**src/core/spsc_pkg.sv**
```systemverilog
package spsc_pkg;
  typedef enum logic [1:0] {
    SPSC_ROLE_UP   = 2'b00,
    SPSC_ROLE_DOWN = 2'b01,
    SPSC_ROLE_NT   = 2'b10
  } spsc_role_type;
  typedef enum logic [0:0] {
    SPSC_MSG_IDLE = 1'b0,
    SPSC_MSG_SEND = 1'b1
  } spsc_msg_state_type;
  localparam logic [7:0] OFS_PM_DATA     = 8'h44;
  localparam logic [7:0] OFS_DEV_CAP     = 8'h6C;
  localparam logic [7:0] OFS_DEV_CTL     = 8'h70;
  localparam logic [7:0] OFS_LINK_CAP    = 8'h74;
  localparam logic [7:0] OFS_LINK_CTL    = 8'h78;
  localparam logic [7:0] OFS_SLOT_CAP    = 8'h7C;
  localparam int PMD_SEL_LSB  = 9;
  localparam int PMD_SCL_LSB  = 13;
  localparam int PMD_DATA_LSB = 24;
  localparam int DCAP_CSPL_VAL_LSB = 18;
  localparam int DCAP_CSPL_SCL_LSB = 26;
  localparam int LCAP_ASPM_LSB = 10;
  localparam int LCAP_L0S_LSB  = 12;
  localparam int LCAP_L1_LSB   = 15;
  localparam int SCAP_PWR_CTL_BIT = 1;
  localparam int SCAP_LATCH_BIT   = 2;
  localparam int SCAP_SPL_VAL_LSB = 7;
  localparam int SCAP_SPL_SCL_LSB = 15;
  localparam int SCAP_WIDTH       = 17;
  localparam int PM_SEL_ENTRIES   = 4;
  localparam logic [3:0] PM_SEL_CODES [PM_SEL_ENTRIES] = '{4'h0, 4'h3, 4'h4, 4'h7};
  localparam logic [1:0] ASPM_L0S_ONLY = 2'h1;
  localparam logic [1:0] ASPM_L0S_L1   = 2'h3;
  localparam logic [2:0] L1_LAT_5G0 = 3'h1;
  localparam logic [2:0] L1_LAT_2G5 = 3'h2;
  localparam int SYMBOLS_PER_FTS = 4;
  localparam int SYMBOL_NS_2G5   = 4;
  localparam int SYMBOL_NS_5G0   = 2;
  localparam int LAT_STEP_NS [7] = '{64, 128, 256, 512, 1000, 2000, 4000};
  localparam logic [31:0] ZERO_WORD = 32'h0000_0000;
endpackage

```
**src/core/spsc_caps_if.sv**
```systemverilog
interface spsc_caps_if;
  logic [7:0] nfts;
  logic       speed_5g;
  logic [2:0] l0s_code;
  logic [2:0] l1_code;
  logic       spl_trigger;
  logic [7:0] spl_value;
  logic [1:0] spl_scale;
  logic       msg_ack;
  logic       msg_req;
  logic [7:0] msg_value;
  logic [1:0] msg_scale;
  modport core    (output nfts, speed_5g, spl_trigger, spl_value, spl_scale, msg_ack,
                   input l0s_code, l1_code, msg_req, msg_value, msg_scale);
  modport latency (input nfts, speed_5g, output l0s_code, l1_code);
  modport message (input spl_trigger, spl_value, spl_scale, msg_ack,
                   output msg_req, msg_value, msg_scale);
endinterface

```
**src/core/spsc_top.sv**
```systemverilog
module spsc_top #(
  parameter spsc_pkg::spsc_role_type PORT_ROLE    = spsc_pkg::SPSC_ROLE_DOWN,
  parameter logic [1:0]              ASPM_SUPPORT = spsc_pkg::ASPM_L0S_L1
) (
  // Clock and reset
  input  wire logic        REF_CLK_I,
  input  wire logic        RESET_N_I,
  // Configuration access
  input  wire logic        CFG_WR_I,
  input  wire logic        CFG_RD_I,
  input  wire logic [7:0]  CFG_ADDR_I,
  input  wire logic [3:0]  CFG_BE_I,
  input  wire logic [31:0] CFG_WDATA_I,
  output logic      [31:0] CFG_RDATA_O,
  output logic             CFG_RVALID_O,
  // Serial EEPROM or I2C preload
  input  wire logic        LOAD_WR_I,
  input  wire logic [7:0]  LOAD_ADDR_I,
  input  wire logic [31:0] LOAD_WDATA_I,
  // Link state from the port logic
  input  wire logic [7:0]  FAST_TRAINING_SEQ_COUNT_I,
  input  wire logic        LINK_SPEED_5G_I,
  input  wire logic        DL_UP_I,
  // Received slot power limit message
  input  wire logic        SPL_RX_VALID_I,
  input  wire logic [7:0]  SPL_RX_VALUE_I,
  input  wire logic [1:0]  SPL_RX_SCALE_I,
  // Outgoing slot power limit message
  output logic             SPL_MSG_REQ_O,
  output logic [7:0]       SPL_MSG_VALUE_O,
  output logic [1:0]       SPL_MSG_SCALE_O,
  input  wire logic        SPL_MSG_ACK_I,
  // Slot pins and slot control
  input  wire logic        RETENTION_LATCH_I,
  input  wire logic        POWER_CONTROLLER_CONTROL_I,
  // Link power controls
  output logic             TX_L0S_ENABLE_O,
  output logic             L1_ENABLE_O,
  output logic             RX_L0S_PERMIT_O,
  output logic             REFCLK_REMOVE_OK_O,
  // Slot power control
  output logic             HOTPLUG_ENABLE_O,
  output logic             SLOT_POWER_ON_O
);

  generate
    if (ASPM_SUPPORT != spsc_pkg::ASPM_L0S_ONLY && ASPM_SUPPORT != spsc_pkg::ASPM_L0S_L1) begin : g_chk
      $error("ASPM_SUPPORT must be L0s only or L0s plus L1");
    end
    // A role code outside the enum would make every role gate treat the port as not downstream
    if (PORT_ROLE != spsc_pkg::SPSC_ROLE_UP && PORT_ROLE != spsc_pkg::SPSC_ROLE_DOWN
        && PORT_ROLE != spsc_pkg::SPSC_ROLE_NT) begin : g_role_chk
      $error("PORT_ROLE must be upstream, downstream or nontransparent");
    end
  endgenerate

  localparam bit IS_DOWN = (PORT_ROLE == spsc_pkg::SPSC_ROLE_DOWN);

  // Byte lanes that carry the select and the ASPM control
  localparam int BE_SEL_LANE   = 1;
  localparam int BE_ASPM_LANE  = 0;
  localparam int LCTL_ASPM_LSB = 0;

  spsc_caps_if caps ();

  // Latch pin synchroniser
  logic latch_meta;
  logic latch_sync;

  // Power data storage
  logic [3:0] pm_sel;
  logic       pm_sel_open;
  logic [7:0] pm_data  [spsc_pkg::PM_SEL_ENTRIES];
  logic [1:0] pm_scale [spsc_pkg::PM_SEL_ENTRIES];
  logic [7:0] sel_data;
  logic [1:0] sel_scale;

  // Captured slot power limit
  logic [7:0] cap_spl_value;
  logic [1:0] cap_spl_scale;

  // Link control and slot capability
  logic [1:0]                      aspm_ctl;
  logic [spsc_pkg::SCAP_WIDTH-1:0] slot_cap;
  logic                            dl_up_q;
  logic                            spl_trigger;

  // Slot power decode
  logic power_ctl_present;
  logic latch_sensor_present;
  logic latch_allows_power;
  logic slot_power_req;

  // Decoded access strobes
  logic ld_pm;
  logic ld_dcap;
  logic ld_scap;
  logic cfg_pm;
  logic cfg_lctl;
  logic [31:0] next_rdata;

  assign ld_pm    = LOAD_WR_I && (LOAD_ADDR_I == spsc_pkg::OFS_PM_DATA);
  assign ld_dcap  = LOAD_WR_I && (LOAD_ADDR_I == spsc_pkg::OFS_DEV_CAP);
  assign ld_scap  = LOAD_WR_I && (LOAD_ADDR_I == spsc_pkg::OFS_SLOT_CAP);
  assign cfg_pm   = CFG_WR_I && (CFG_ADDR_I == spsc_pkg::OFS_PM_DATA);
  assign cfg_lctl = CFG_WR_I && (CFG_ADDR_I == spsc_pkg::OFS_LINK_CTL);

  // The latch comes from an I/O expander pin, so it is sampled twice first
  always_ff @(posedge REF_CLK_I) begin
    if (!RESET_N_I) begin
      latch_meta <= 1'b1;
      latch_sync <= 1'b1;
    end else begin
      latch_meta <= RETENTION_LATCH_I;
      latch_sync <= latch_meta;
    end
  end

  // Data selector: loader-only until the loader has written it once
  always_ff @(posedge REF_CLK_I) begin
    if (!RESET_N_I) begin
      pm_sel      <= 4'h0;
      pm_sel_open <= 1'b0;
    end else if (ld_pm) begin
      pm_sel      <= LOAD_WDATA_I[spsc_pkg::PMD_SEL_LSB +: 4];
      pm_sel_open <= 1'b1;
    end else if (cfg_pm && pm_sel_open && CFG_BE_I[BE_SEL_LANE]) begin
      pm_sel      <= CFG_WDATA_I[spsc_pkg::PMD_SEL_LSB +: 4];
    end
  end

  // One data and scale entry per supported selector; config cannot write them
  generate
    for (genvar i = 0; i < spsc_pkg::PM_SEL_ENTRIES; i++) begin : g_pm
      always_ff @(posedge REF_CLK_I) begin
        if (!RESET_N_I) begin
          pm_data[i]  <= 8'h00;
          pm_scale[i] <= 2'h0;
        end else if (ld_pm &&
                     LOAD_WDATA_I[spsc_pkg::PMD_SEL_LSB +: 4] == spsc_pkg::PM_SEL_CODES[i]) begin
          pm_data[i]  <= LOAD_WDATA_I[spsc_pkg::PMD_DATA_LSB +: 8];
          pm_scale[i] <= LOAD_WDATA_I[spsc_pkg::PMD_SCL_LSB +: 2];
        end
      end
    end
  endgenerate

  // Unsupported selector codes return zero
  always_comb begin
    sel_data  = 8'h00;
    sel_scale = 2'h0;
    for (int i = 0; i < spsc_pkg::PM_SEL_ENTRIES; i++) begin
      if (pm_sel == spsc_pkg::PM_SEL_CODES[i]) begin
        sel_data  = pm_data[i];
        sel_scale = pm_scale[i];
      end
    end
  end

  // Captured limit follows received messages on upstream and NT ports only
  always_ff @(posedge REF_CLK_I) begin
    if (!RESET_N_I) begin
      cap_spl_value <= 8'h00;
      cap_spl_scale <= 2'h0;
    end else if (ld_dcap) begin
      cap_spl_value <= LOAD_WDATA_I[spsc_pkg::DCAP_CSPL_VAL_LSB +: 8];
      cap_spl_scale <= LOAD_WDATA_I[spsc_pkg::DCAP_CSPL_SCL_LSB +: 2];
    end else if (SPL_RX_VALID_I && !IS_DOWN) begin
      cap_spl_value <= SPL_RX_VALUE_I;
      cap_spl_scale <= SPL_RX_SCALE_I;
    end
  end

  // ASPM control, written by configuration software
  always_ff @(posedge REF_CLK_I) begin
    if (!RESET_N_I) begin
      aspm_ctl <= 2'h0;
    end else if (cfg_lctl && CFG_BE_I[BE_ASPM_LANE]) begin
      aspm_ctl <= CFG_WDATA_I[LCTL_ASPM_LSB +: 2];
    end
  end

  // Slot capability comes from the loader only; kept zero off downstream ports
  always_ff @(posedge REF_CLK_I) begin
    if (!RESET_N_I) begin
      slot_cap <= '0;
    end else if (ld_scap && IS_DOWN) begin
      slot_cap <= LOAD_WDATA_I[spsc_pkg::SCAP_WIDTH-1:0];
    end
  end

  // Message on slot capability load and on each link-up edge, downstream ports only
  always_ff @(posedge REF_CLK_I) begin
    if (!RESET_N_I) begin
      dl_up_q     <= 1'b0;
      spl_trigger <= 1'b0;
    end else begin
      dl_up_q     <= DL_UP_I;
      spl_trigger <= IS_DOWN && (ld_scap || (DL_UP_I && !dl_up_q));
    end
  end

  assign caps.nfts        = FAST_TRAINING_SEQ_COUNT_I;
  assign caps.speed_5g    = LINK_SPEED_5G_I;
  assign caps.spl_trigger = spl_trigger;
  assign caps.spl_value   = slot_cap[spsc_pkg::SCAP_SPL_VAL_LSB +: 8];
  assign caps.spl_scale   = slot_cap[spsc_pkg::SCAP_SPL_SCL_LSB +: 2];
  assign caps.msg_ack     = SPL_MSG_ACK_I;

  // Latency codes are registered, so they lag a speed change by one cycle
  spsc_exit_latency u_latency (
    .clk_i   (REF_CLK_I),
    .rst_n_i (RESET_N_I),
    .caps    (caps.latency)
  );

  // The sender keeps a trigger that lands while a message is still posted
  spsc_spl_msg u_msg (
    .clk_i   (REF_CLK_I),
    .rst_n_i (RESET_N_I),
    .caps    (caps.message)
  );

  assign SPL_MSG_REQ_O   = caps.msg_req;
  assign SPL_MSG_VALUE_O = caps.msg_value;
  assign SPL_MSG_SCALE_O = caps.msg_scale;

  // Read data; unmapped offsets and reserved bits read zero
  always_comb begin
    next_rdata = spsc_pkg::ZERO_WORD;
    unique case (CFG_ADDR_I)
      spsc_pkg::OFS_PM_DATA: begin
        next_rdata[spsc_pkg::PMD_DATA_LSB +: 8] = sel_data;
        next_rdata[spsc_pkg::PMD_SCL_LSB +: 2]  = sel_scale;
        next_rdata[spsc_pkg::PMD_SEL_LSB +: 4]  = pm_sel;
      end
      spsc_pkg::OFS_DEV_CAP: begin
        next_rdata[spsc_pkg::DCAP_CSPL_VAL_LSB +: 8] = cap_spl_value;
        next_rdata[spsc_pkg::DCAP_CSPL_SCL_LSB +: 2] = cap_spl_scale;
      end
      spsc_pkg::OFS_DEV_CTL: begin
        next_rdata = spsc_pkg::ZERO_WORD;
      end
      spsc_pkg::OFS_LINK_CAP: begin
        next_rdata[spsc_pkg::LCAP_ASPM_LSB +: 2] = ASPM_SUPPORT;
        next_rdata[spsc_pkg::LCAP_L0S_LSB +: 3]  = caps.l0s_code;
        next_rdata[spsc_pkg::LCAP_L1_LSB +: 3]   = caps.l1_code;
      end
      spsc_pkg::OFS_LINK_CTL: begin
        next_rdata[LCTL_ASPM_LSB +: 2] = aspm_ctl;
      end
      spsc_pkg::OFS_SLOT_CAP: begin
        if (IS_DOWN) begin
          next_rdata[spsc_pkg::SCAP_WIDTH-1:0] = slot_cap;
        end
      end
      default: begin
        next_rdata = spsc_pkg::ZERO_WORD;
      end
    endcase
  end

  // Data is zeroed outside reads so a stale word never looks like an answer
  always_ff @(posedge REF_CLK_I) begin
    if (!RESET_N_I) begin
      CFG_RDATA_O  <= spsc_pkg::ZERO_WORD;
      CFG_RVALID_O <= 1'b0;
    end else begin
      CFG_RDATA_O  <= CFG_RD_I ? next_rdata : spsc_pkg::ZERO_WORD;
      CFG_RVALID_O <= CFG_RD_I;
    end
  end

  // Entry gates; a port that does not offer L1 never enables it
  always_ff @(posedge REF_CLK_I) begin
    if (!RESET_N_I) begin
      TX_L0S_ENABLE_O <= 1'b0;
      L1_ENABLE_O     <= 1'b0;
    end else begin
      TX_L0S_ENABLE_O <= aspm_ctl[0];
      L1_ENABLE_O     <= aspm_ctl[1] && (ASPM_SUPPORT == spsc_pkg::ASPM_L0S_L1);
    end
  end

  // Fixed permissions; the receiver side of L0s is never gated
  always_ff @(posedge REF_CLK_I) begin
    if (!RESET_N_I) begin
      RX_L0S_PERMIT_O    <= 1'b0;
      REFCLK_REMOVE_OK_O <= 1'b0;
    end else begin
      RX_L0S_PERMIT_O    <= 1'b1;
      REFCLK_REMOVE_OK_O <= 1'b0;
    end
  end

  // Without a latch sensor the latch position is a don't-care
  assign power_ctl_present    = slot_cap[spsc_pkg::SCAP_PWR_CTL_BIT];
  assign latch_sensor_present = slot_cap[spsc_pkg::SCAP_LATCH_BIT];
  assign latch_allows_power   = !latch_sensor_present || !latch_sync;
  assign slot_power_req       = power_ctl_present && !POWER_CONTROLLER_CONTROL_I
                                && latch_allows_power;

  // Hot-plug control lives only where a power controller exists
  always_ff @(posedge REF_CLK_I) begin
    if (!RESET_N_I) begin
      HOTPLUG_ENABLE_O <= 1'b0;
    end else begin
      HOTPLUG_ENABLE_O <= power_ctl_present;
    end
  end

  // Slot power: needs a controller, control bit clear, and a closed latch if sensed
  always_ff @(posedge REF_CLK_I) begin
    if (!RESET_N_I) begin
      SLOT_POWER_ON_O <= 1'b0;
    end else begin
      SLOT_POWER_ON_O <= slot_power_req;
    end
  end

endmodule

```
**src/core/spsc_exit_latency.sv**
```systemverilog
module spsc_exit_latency (
  // Clock and reset
  input  wire logic clk_i,
  input  wire logic rst_n_i,
  // Link facts in, codes out
  spsc_caps_if.latency caps
);
  logic [12:0] lat_ns;
  logic [2:0]  next_l0s_code;

  // Latency is FTS count times symbols per FTS times symbol time
  always_comb begin
    lat_ns = 13'(caps.nfts) * 13'(spsc_pkg::SYMBOLS_PER_FTS)
           * (caps.speed_5g ? 13'(spsc_pkg::SYMBOL_NS_5G0) : 13'(spsc_pkg::SYMBOL_NS_2G5));
    next_l0s_code = 3'h7;
    for (int i = 6; i >= 0; i--) begin
      if (lat_ns < 13'(spsc_pkg::LAT_STEP_NS[i])) begin
        next_l0s_code = 3'(i);
      end
    end
  end

  always_ff @(posedge clk_i) begin
    if (!rst_n_i) begin
      caps.l0s_code <= 3'h0;
      caps.l1_code  <= 3'h0;
    end else begin
      caps.l0s_code <= next_l0s_code;
      caps.l1_code  <= caps.speed_5g ? spsc_pkg::L1_LAT_5G0 : spsc_pkg::L1_LAT_2G5;
    end
  end
endmodule

```
**src/core/spsc_spl_msg.sv**
```systemverilog
module spsc_spl_msg (
  // Clock and reset
  input  wire logic clk_i,
  input  wire logic rst_n_i,
  // Trigger in, message request out
  spsc_caps_if.message caps
);
  spsc_pkg::spsc_msg_state_type state;
  logic                         pending;

  // A trigger during a send is kept so the newest limit still goes out
  always_ff @(posedge clk_i) begin
    if (!rst_n_i) begin
      state          <= spsc_pkg::SPSC_MSG_IDLE;
      pending        <= 1'b0;
      caps.msg_req   <= 1'b0;
      caps.msg_value <= 8'h00;
      caps.msg_scale <= 2'h0;
    end else begin
      unique case (state)
        spsc_pkg::SPSC_MSG_IDLE: begin
          if (caps.spl_trigger || pending) begin
            state          <= spsc_pkg::SPSC_MSG_SEND;
            pending        <= 1'b0;
            caps.msg_req   <= 1'b1;
            caps.msg_value <= caps.spl_value;
            caps.msg_scale <= caps.spl_scale;
          end
        end
        spsc_pkg::SPSC_MSG_SEND: begin
          if (caps.spl_trigger) begin
            pending <= 1'b1;
          end
          if (caps.msg_ack) begin
            state        <= spsc_pkg::SPSC_MSG_IDLE;
            caps.msg_req <= 1'b0;
          end
        end
      endcase
    end
  end
endmodule

```
**config.mk**
```make
export PLATFORM = sky130hd
export DESIGN_NAME = spsc_top
export DESIGN_NICKNAME = d
export VERILOG_FILES = /design/src/core/spsc_pkg.sv /design/src/core/spsc_caps_if.sv /design/src/core/spsc_top.sv /design/src/core/spsc_exit_latency.sv /design/src/core/spsc_spl_msg.sv
export SDC_FILE = /design/constraint.sdc
export NUM_CORES = 1
export LEC_CHECK = 0
export ABC_AREA = 1
export BUFFER_PORTS_ARGS = -buffer_cell sky130_fd_sc_hd__buf_2
export CORE_AREA = 2 2 113 115
export DETAILED_ROUTE_END_ITERATION = 10
export DIE_AREA = 0 0 115 117
export PLACE_DENSITY_LB_ADDON = 0.08
export REMOVE_ABC_BUFFERS = 1
export SYNTH_ARGS = -nofsm -noshare
export SYNTH_HDL_FRONTEND = slang
export SYNTH_SLANG_ARGS = --single-unit
export TNS_END_PERCENT = 1
```
**constraint.sdc**
```tcl
create_clock -name REF_CLK_I -period 2 [get_ports REF_CLK_I]
set_clock_uncertainty 0.05 [all_clocks]
set_input_delay 0.3 -clock REF_CLK_I [delete_from_list [all_inputs] [get_ports REF_CLK_I]]
set_output_delay 0.3 -clock REF_CLK_I [all_outputs]
set_load 0.02 [all_outputs]
```
==> results of run 1 <==
## metrics by stage
| stage | util [%] | TNS, ns | instance area (sq um) | power [mW] | hold WS, ns |
|---|---|---|---|---|---|
| final | 56.1 | 0 | 6910 | 6.27 | 0.0504 |
| after global routing | 56.1 | 0 | 6910 | 6.49 | 0.0496 |
| after CTS | 56.1 | 0 | 6910 | 6.31 | 0.0414 |
| after detailed placement | 51.5 | -1.96 | 6330 | 3.36 | 0.352 |
| after global placement | 51.5 | -1.38 | 6330 | 3.35 | 0.349 |
| after floorplan | - | 0 | 5310 | 3.16 | 0.278 |
## where the power goes
part	total [mW]	internal, mW	switching, mW	leakage [nW]
combinational	0.431	0.160	0.271	1.69
sequential	2.88	2.85	0.0264	1.13
clock	2.96	1.83	1.14	0.259
total	6.27	4.84	1.44	3.08
## routing by layer
| layer | wire, microns | up-vias | share of wire (%) | global-route usage [%] |
|---|---|---|---|---|
| met2 | 5940 | 137 | 45 | 31.8 |
| met3 | 780 | 14 | 5.9 | 5.20 |
| met1 | 6150 | 2088 | 47 | 26.0 |
| met5 | 0 | - | 0 | 0 |
| li1 | - | 2346 | - | - |
| met4 | 242 | 0 | 1.8 | 7.47 |
## worst max-delay path: cells and delay by family
family / cells / cell delay (ns)
simple gates: 7 / 1.08
buf+inv: 3 / 0.39
## layout by cell type, fill, tap and decap left out, types with 4 or more instances in the layout
cell	n
clkinv_1	5
nand2_2	6
nor3_1	7
nand2_1	81
nand4_1	6
or2_2	4
nor2_2	4
nor3_2	5
nor2_1	90
edfxtp_1	40
nand3_1	38
o21ai_0	61
conb_1	6
clkbuf_16	17
buf_4	24
a41oi_1	4
a21oi_1	43
clkinvlp_4	5
buf_2	120
a211oi_1	5
dfxtp_1	93
inv_1	78
## area by class of cell
class                      count  area share [%]
sequential                   133            44.3
tap                          150            2.72
clock inverter                13            1.90
clock buffer                  19            6.26
multi-input combinational    390            28.0
inverter                      82            4.45
timing repair buffer         148            12.3
## how the worst max path moves through the flow
stage	end	slack (ns)	depth (start not counted)
6_report	pm_data[3][6]	0.28	10
2_1_floorplan	pm_data[3][0]	0.12	8
4_1_cts	u_msg.caps.msg_scale[0]	0.21	4
3_5_place_dp	pm_data[3][2]	-0.14	10
5_1_grt	pm_data[3][0]	0.15	10
3_3_place_gp	pm_data[3][0]	-0.13	10
## kinds of logic after synthesis
kind of cell / count (synthesis) / share of synthesized area, %
other: 1 / 0.0697
XOR/XNOR: 1 / 0.163
AND/OR/NAND/NOR: 254 / 21.9
flip-flops: 133 / 57.0
buffers and inverters: 101 / 7.38
adder cells (fa/ha/maj): 3 / 0.838
AO/OA/AOI/OAI: 126 / 12.7
## cell usage after synthesis (all sizes together), types with 2 or more instances
master,instances,area (sq um)
clkinv,2,7.51
o211ai,3,22.5
edfxtp,40,1200
nor2,94,360
o22ai,3,18.8
inv,80,300
nand2,88,353
o21ai,64,324
ha,2,25.0
nand4,7,50.1
clkbuf,12,45.0
nor3,14,118
a211oi,5,37.5
or2,5,31.3
dfxtp,93,1860
buf,7,43.8
nand3,42,238
a31oi,3,18.8
a21oi,43,215
a41oi,4,35.0
## registers in the layout, indices dropped and copies added, names as in the netlist, 2 cells and up
signal / cells
pm_data: 32
u_msg.caps.msg_scale: 2
pm_sel: 4
CFG_RDATA_O: 31
u_latency.caps.l0s_code: 3
pm_scale: 8
cap_spl_value: 8
aspm_ctl: 2
slot_cap: 17
u_latency.caps.l1_code: 2
cap_spl_scale: 2
u_msg.caps.msg_value: 8
## what timing repair did
item	CTS	global route
endpoints found under the setup margin	0	8
resized for setup	0	1
hold buffers	1	0
endpoints found under the hold margin	1	0
==> impl_metrics.toml, run 1 <==
[run_status]
status = "finished clean"

[drt]
vias_per_cell = 4.90
drtPass1Iterations = 5
wl_per_cell_microns = 14.0
drt_iter0_markers = 268
ant_nets = 0
vias = 4585
drcViolationCount = 0
wl_mm = 13.1

[cells_and_area]
layout.nets = 888
final_cell_count_no_fill = 935
seqCellArea_sq_um = 3060
diodes = 0
area_growth_pct = 28.6
drive_above_1_share_pct = 26.1
n_fill_cell = 1167
multiInputGateArea_sq_um = 1940

[clocking]
clockBufferDepth = 2
clock-root-buffer = "clkbuf_16"
cts.clk_slew.worst_paths_ns = 0.06
clkSinkCount = 133
clk_latency_ns = 0.41
htreeDepth = 4
cts_tree = "done"
postCtsSetupRepairBufs = 0
cts_buffers = 17

[worst_setup_path]
worst-endpoint-arrival_ns = 1.79
cp.required_ns = 2.07
critPathKind = "primary input to register"
slowest_delay_ns = 0.24
cp_max_fo = 6
end_kind = "register"
regToRegSetupSlack_ns = 0.42
cp-start-kind = "primary input"
cp-startpoint = "LOAD_ADDR_I[1]"
ff2ff_path_depth = 7
worstReg2RegEnd = "CFG_RDATA_O[14]"
reg2reg_from = "pm_sel[3]"
crit_chain = "buf_2, or2_1, nor3_2, nand3_2, inv_2, nand2_1, nor2_2, nand2_1, nand2_1, buf_4"
cpMaxStageDelayCell = "or2_1"
cp_common_cell = "nand2_1"

[worst_hold_path]
hp-start = "RETENTION_LATCH_I"
holdPathStages = 2
worstHoldPathType = "primary input to register"
whs_endpoint = "latch_meta"

[logic_synthesis]
seq_area_frac_synth_pct = 57.0
synth.avg_cell_area_sq_um = 8.69
yosysWarnings = 0
syn_inst = 619
ys.flop_type = "dfxtp_1"
ys_async_sr_fraction_pct = 0
synth-seq-cells = 133
ys_types = 43
synth-edff-count = 40
synth_area_sq_um = 5380

[floorplanning]
die_h_microns = 117
floorplan.initialDensity_pct = 43.7
die_area_sq_um = 13500
core-area_sq_um = 12300
die_x_microns = 115
rows = 41
ioPinCount = 163

[placed_design]
io_buffer_count = 120
preCtsSetupSlack_ns = -0.144
hpwl_mm = 9.31
gp_congestion = 0.832
dp.cells = 902

[sta]
slew_headroom_pct = 48.4
period_needed_ns = 1.72
hold_viol = 0
min_period_over_period_pct = 86.0
fin_ws_ns = 0.280
setup_viol = 0
fmax_mhz = 581
drv_slew = 0
worst_pin_slew_ns = 0.772
rsz0062_at_grt = "no"

[global_routing]
grt_max_degree = 29
grt_pass1_vias = 4207
antenna_found_initial = 0
gr-total-overflow = 0
grt_pass1_wl_mm = 20.6
grtUsageTotal_pct = 19.8

[power_and_ir_drop]
p_per_area_nw_per_um2 = 908
irDropWorstVdd_mv = 0.637
p_leak_nw = 3.08

[flow_run]
cap_violations = 0
No activity file was read; power rests on OpenSTA's default activity.
==> inputs of run 2 (changes only) <==
- BUFFER_PORTS_ARGS: -buffer_cell sky130_fd_sc_hd__buf_2 -> -buffer_cell sky130_fd_sc_hd__clkbuf_2
==> run 2 against run 1 <==
  * Clock power increased by 9.5%
  * Critical endpoint is now CFG_RDATA_O[13]
  * Final cell count is 0.21% lower
  * First-iteration DRC count shrank 24%
  * Global-route usage rose by 0.30 points
  * Total power rose by 4.3%
  * Via count shrank 0.83%
==> impl_metrics.toml, run 2 (synthesized netlist as in run 1, its figures left out) <==
[power_and_ir_drop]
seqPwrFrac_pct = 44.0
sw_frac_of_total_pct = 21.9
p_leak_nw = 3.10
p_clk_share_pct = 49.5
comb_power_share_pct = 6.5
irDropWorstVdd_mv = 0.590
p_total_mw = 6.54
p_sw_mw = 1.44
internal-power_mw = 5.11
p_per_area_nw_per_um2 = 942

[cells_and_area]
top_regs = "pm_data: 32 flops, CFG_RDATA_O: 31 flops, slot_cap: 17 flops"
largest_register_ffs = 32
final_cell_count_no_fill = 933
drive_above_1_share_pct = 26.2
n_fill_cell = 1150
layout.nets = 886
final_cell_mix = "clkbuf_2, dfxtp_1, nor2_1, nand2_1, inv_1"
final_common_cell = "clkbuf_2"
regMostFlops = "pm_data"
final_area_sq_um = 6950
multiInputGateArea_sq_um = 1940
diodes = 0
area_growth_pct = 29.3
seqCellArea_sq_um = 3060

[global_routing]
grt_pass1_wl_mm = 20.5
grtUsageMet1_pct = 24.8
use_met2_pct = 33.4
grt_pass1_vias = 4258
grt_util_met3_pct = 5.15
grt_max_degree = 33
grt-busiest-layer = "met2"
gr-total-overflow = 0
grtUsageTotal_pct = 20.1
antenna_found_initial = 1

[worst_setup_path]
worstReg2RegEnd = "CFG_RDATA_O[13]"
ff2ff_path_depth = 6
regToRegSetupSlack_ns = 0.24
reg2reg_from = "pm_sel[1]"
critPathKind = "register to register"
worst-endpoint-arrival_ns = 2.04
end_kind = "register"
cp.required_ns = 2.28
cp-start-kind = "register"
cp_max_fo = 17

[drt]
vias = 4547
wl_per_cell_microns = 14.0
drt_iter0_markers = 204
drcViolationCount = 0
vias_per_cell = 4.87
wl_mm = 13.1
ant_nets = 0
drtPass1Iterations = 4

[sta]
drv_slew = 0
slew_headroom_pct = 62.8
setup_viol = 0
fmax_mhz = 569
rsz0062_at_grt = "no"
min_period_over_period_pct = 87.9
worst_pin_slew_ns = 0.558
whs_ns = 0.0531
period_needed_ns = 1.76
hold_viol = 0

[clocking]
cts.clk_slew.worst_paths_ns = 0.06
htreeDepth = 4
cts_buffers = 17
clkSinkCount = 133
cts_tree = "done"
clock-root-buffer = "clkbuf_16"
clockBufferDepth = 2
cts-resized-gates = 0
clk_latency_ns = 0.41

[placed_design]
io_buffer_count = 120
gp_congestion = 0.803
hpwl_mm = 9.48
dp.cells = 900
dpl-instance-area_sq_um = 6310

[floorplanning]
ioPinCount = 163
die_h_microns = 117
rows = 41
die_area_sq_um = 13500
die_x_microns = 115
core-area_sq_um = 12300
floorplan.initialDensity_pct = 43.7

[worst_hold_path]
holdPathStages = 2
worstHoldPathType = "primary input to register"
whs_endpoint = "latch_meta"
hp-start = "RETENTION_LATCH_I"

[run_status]
status = "finished clean"

[flow_run]
cap_violations = 0
[run 2: worst max path at each step]
stage                    from               to  slack, ns  depth (start not counted)
6_report            pm_sel[1]  CFG_RDATA_O[13]       0.24                          6
5_1_grt             pm_sel[1]  CFG_RDATA_O[13]       0.04                          6
4_1_cts             pm_sel[1]  CFG_RDATA_O[13]       0.22                          6
3_5_place_dp   LOAD_ADDR_I[1]    pm_data[1][7]      -0.02                          8
3_3_place_gp   LOAD_ADDR_I[1]    pm_data[3][2]       0.02                         10
2_1_floorplan  LOAD_ADDR_I[1]    pm_data[3][0]       0.12                          8
[run 2: layer usage]
layer / routed length, microns / vias to the layer above
met4: 321 / 0
met1: 5950 / 2075
li1: - / 2341
met5: 0 / -
met3: 703 / 22
met2: 6100 / 109
[run 2: critical path, stage by stage, from the launching register on]
cell and delay, ns:
dfxtp_1 0.43, nand2_1 0.11, nor2_1 0.28, inv_1 0.34, nand4_1 0.22, o211ai_1 0.10, a31oi_1 0.16
[run 2: power groups by stage]
stage	Combinational, mW	Clock (mW)	Sequential, mW
final	0.426	3.24	2.88
after global routing	0.479	3.41	2.88
after CTS	0.426	3.28	2.88
after detailed placement	0.421	0	2.93
after global placement	0.413	0	2.93
after floorplan	0.206	0	2.95
[run 2: repair_timing]
item,in CTS,in global routing
buffers inserted,0,0
hold buffers,1,0
hold endpoints to repair,1,0
[run 2: layout make-up]
| type | instances | share of cell area, % |
|---|---|---|
| tap | 150 | 2.70 |
| clock inverter | 9 | 1.60 |
| clock buffer | 23 | 7.51 |
| sequential | 133 | 44.1 |
| inverter | 82 | 4.43 |
| multi-input combinational | 390 | 27.8 |
| timing repair buffer | 146 | 11.8 |
[run 2: through the flow]
stage | setup WS, ns | setup TNS [ns] | utilization, %
2_1_floorplan | 0.124 | 0 | -
3_3_place_gp | 0.0158 | 0 | 51.2
3_5_place_dp | -0.0214 | -0.339 | 51.2
4_1_cts | 0.222 | 0 | 56.5
5_1_grt | 0.0375 | 0 | 56.5
6_report | 0.241 | 0 | 56.5
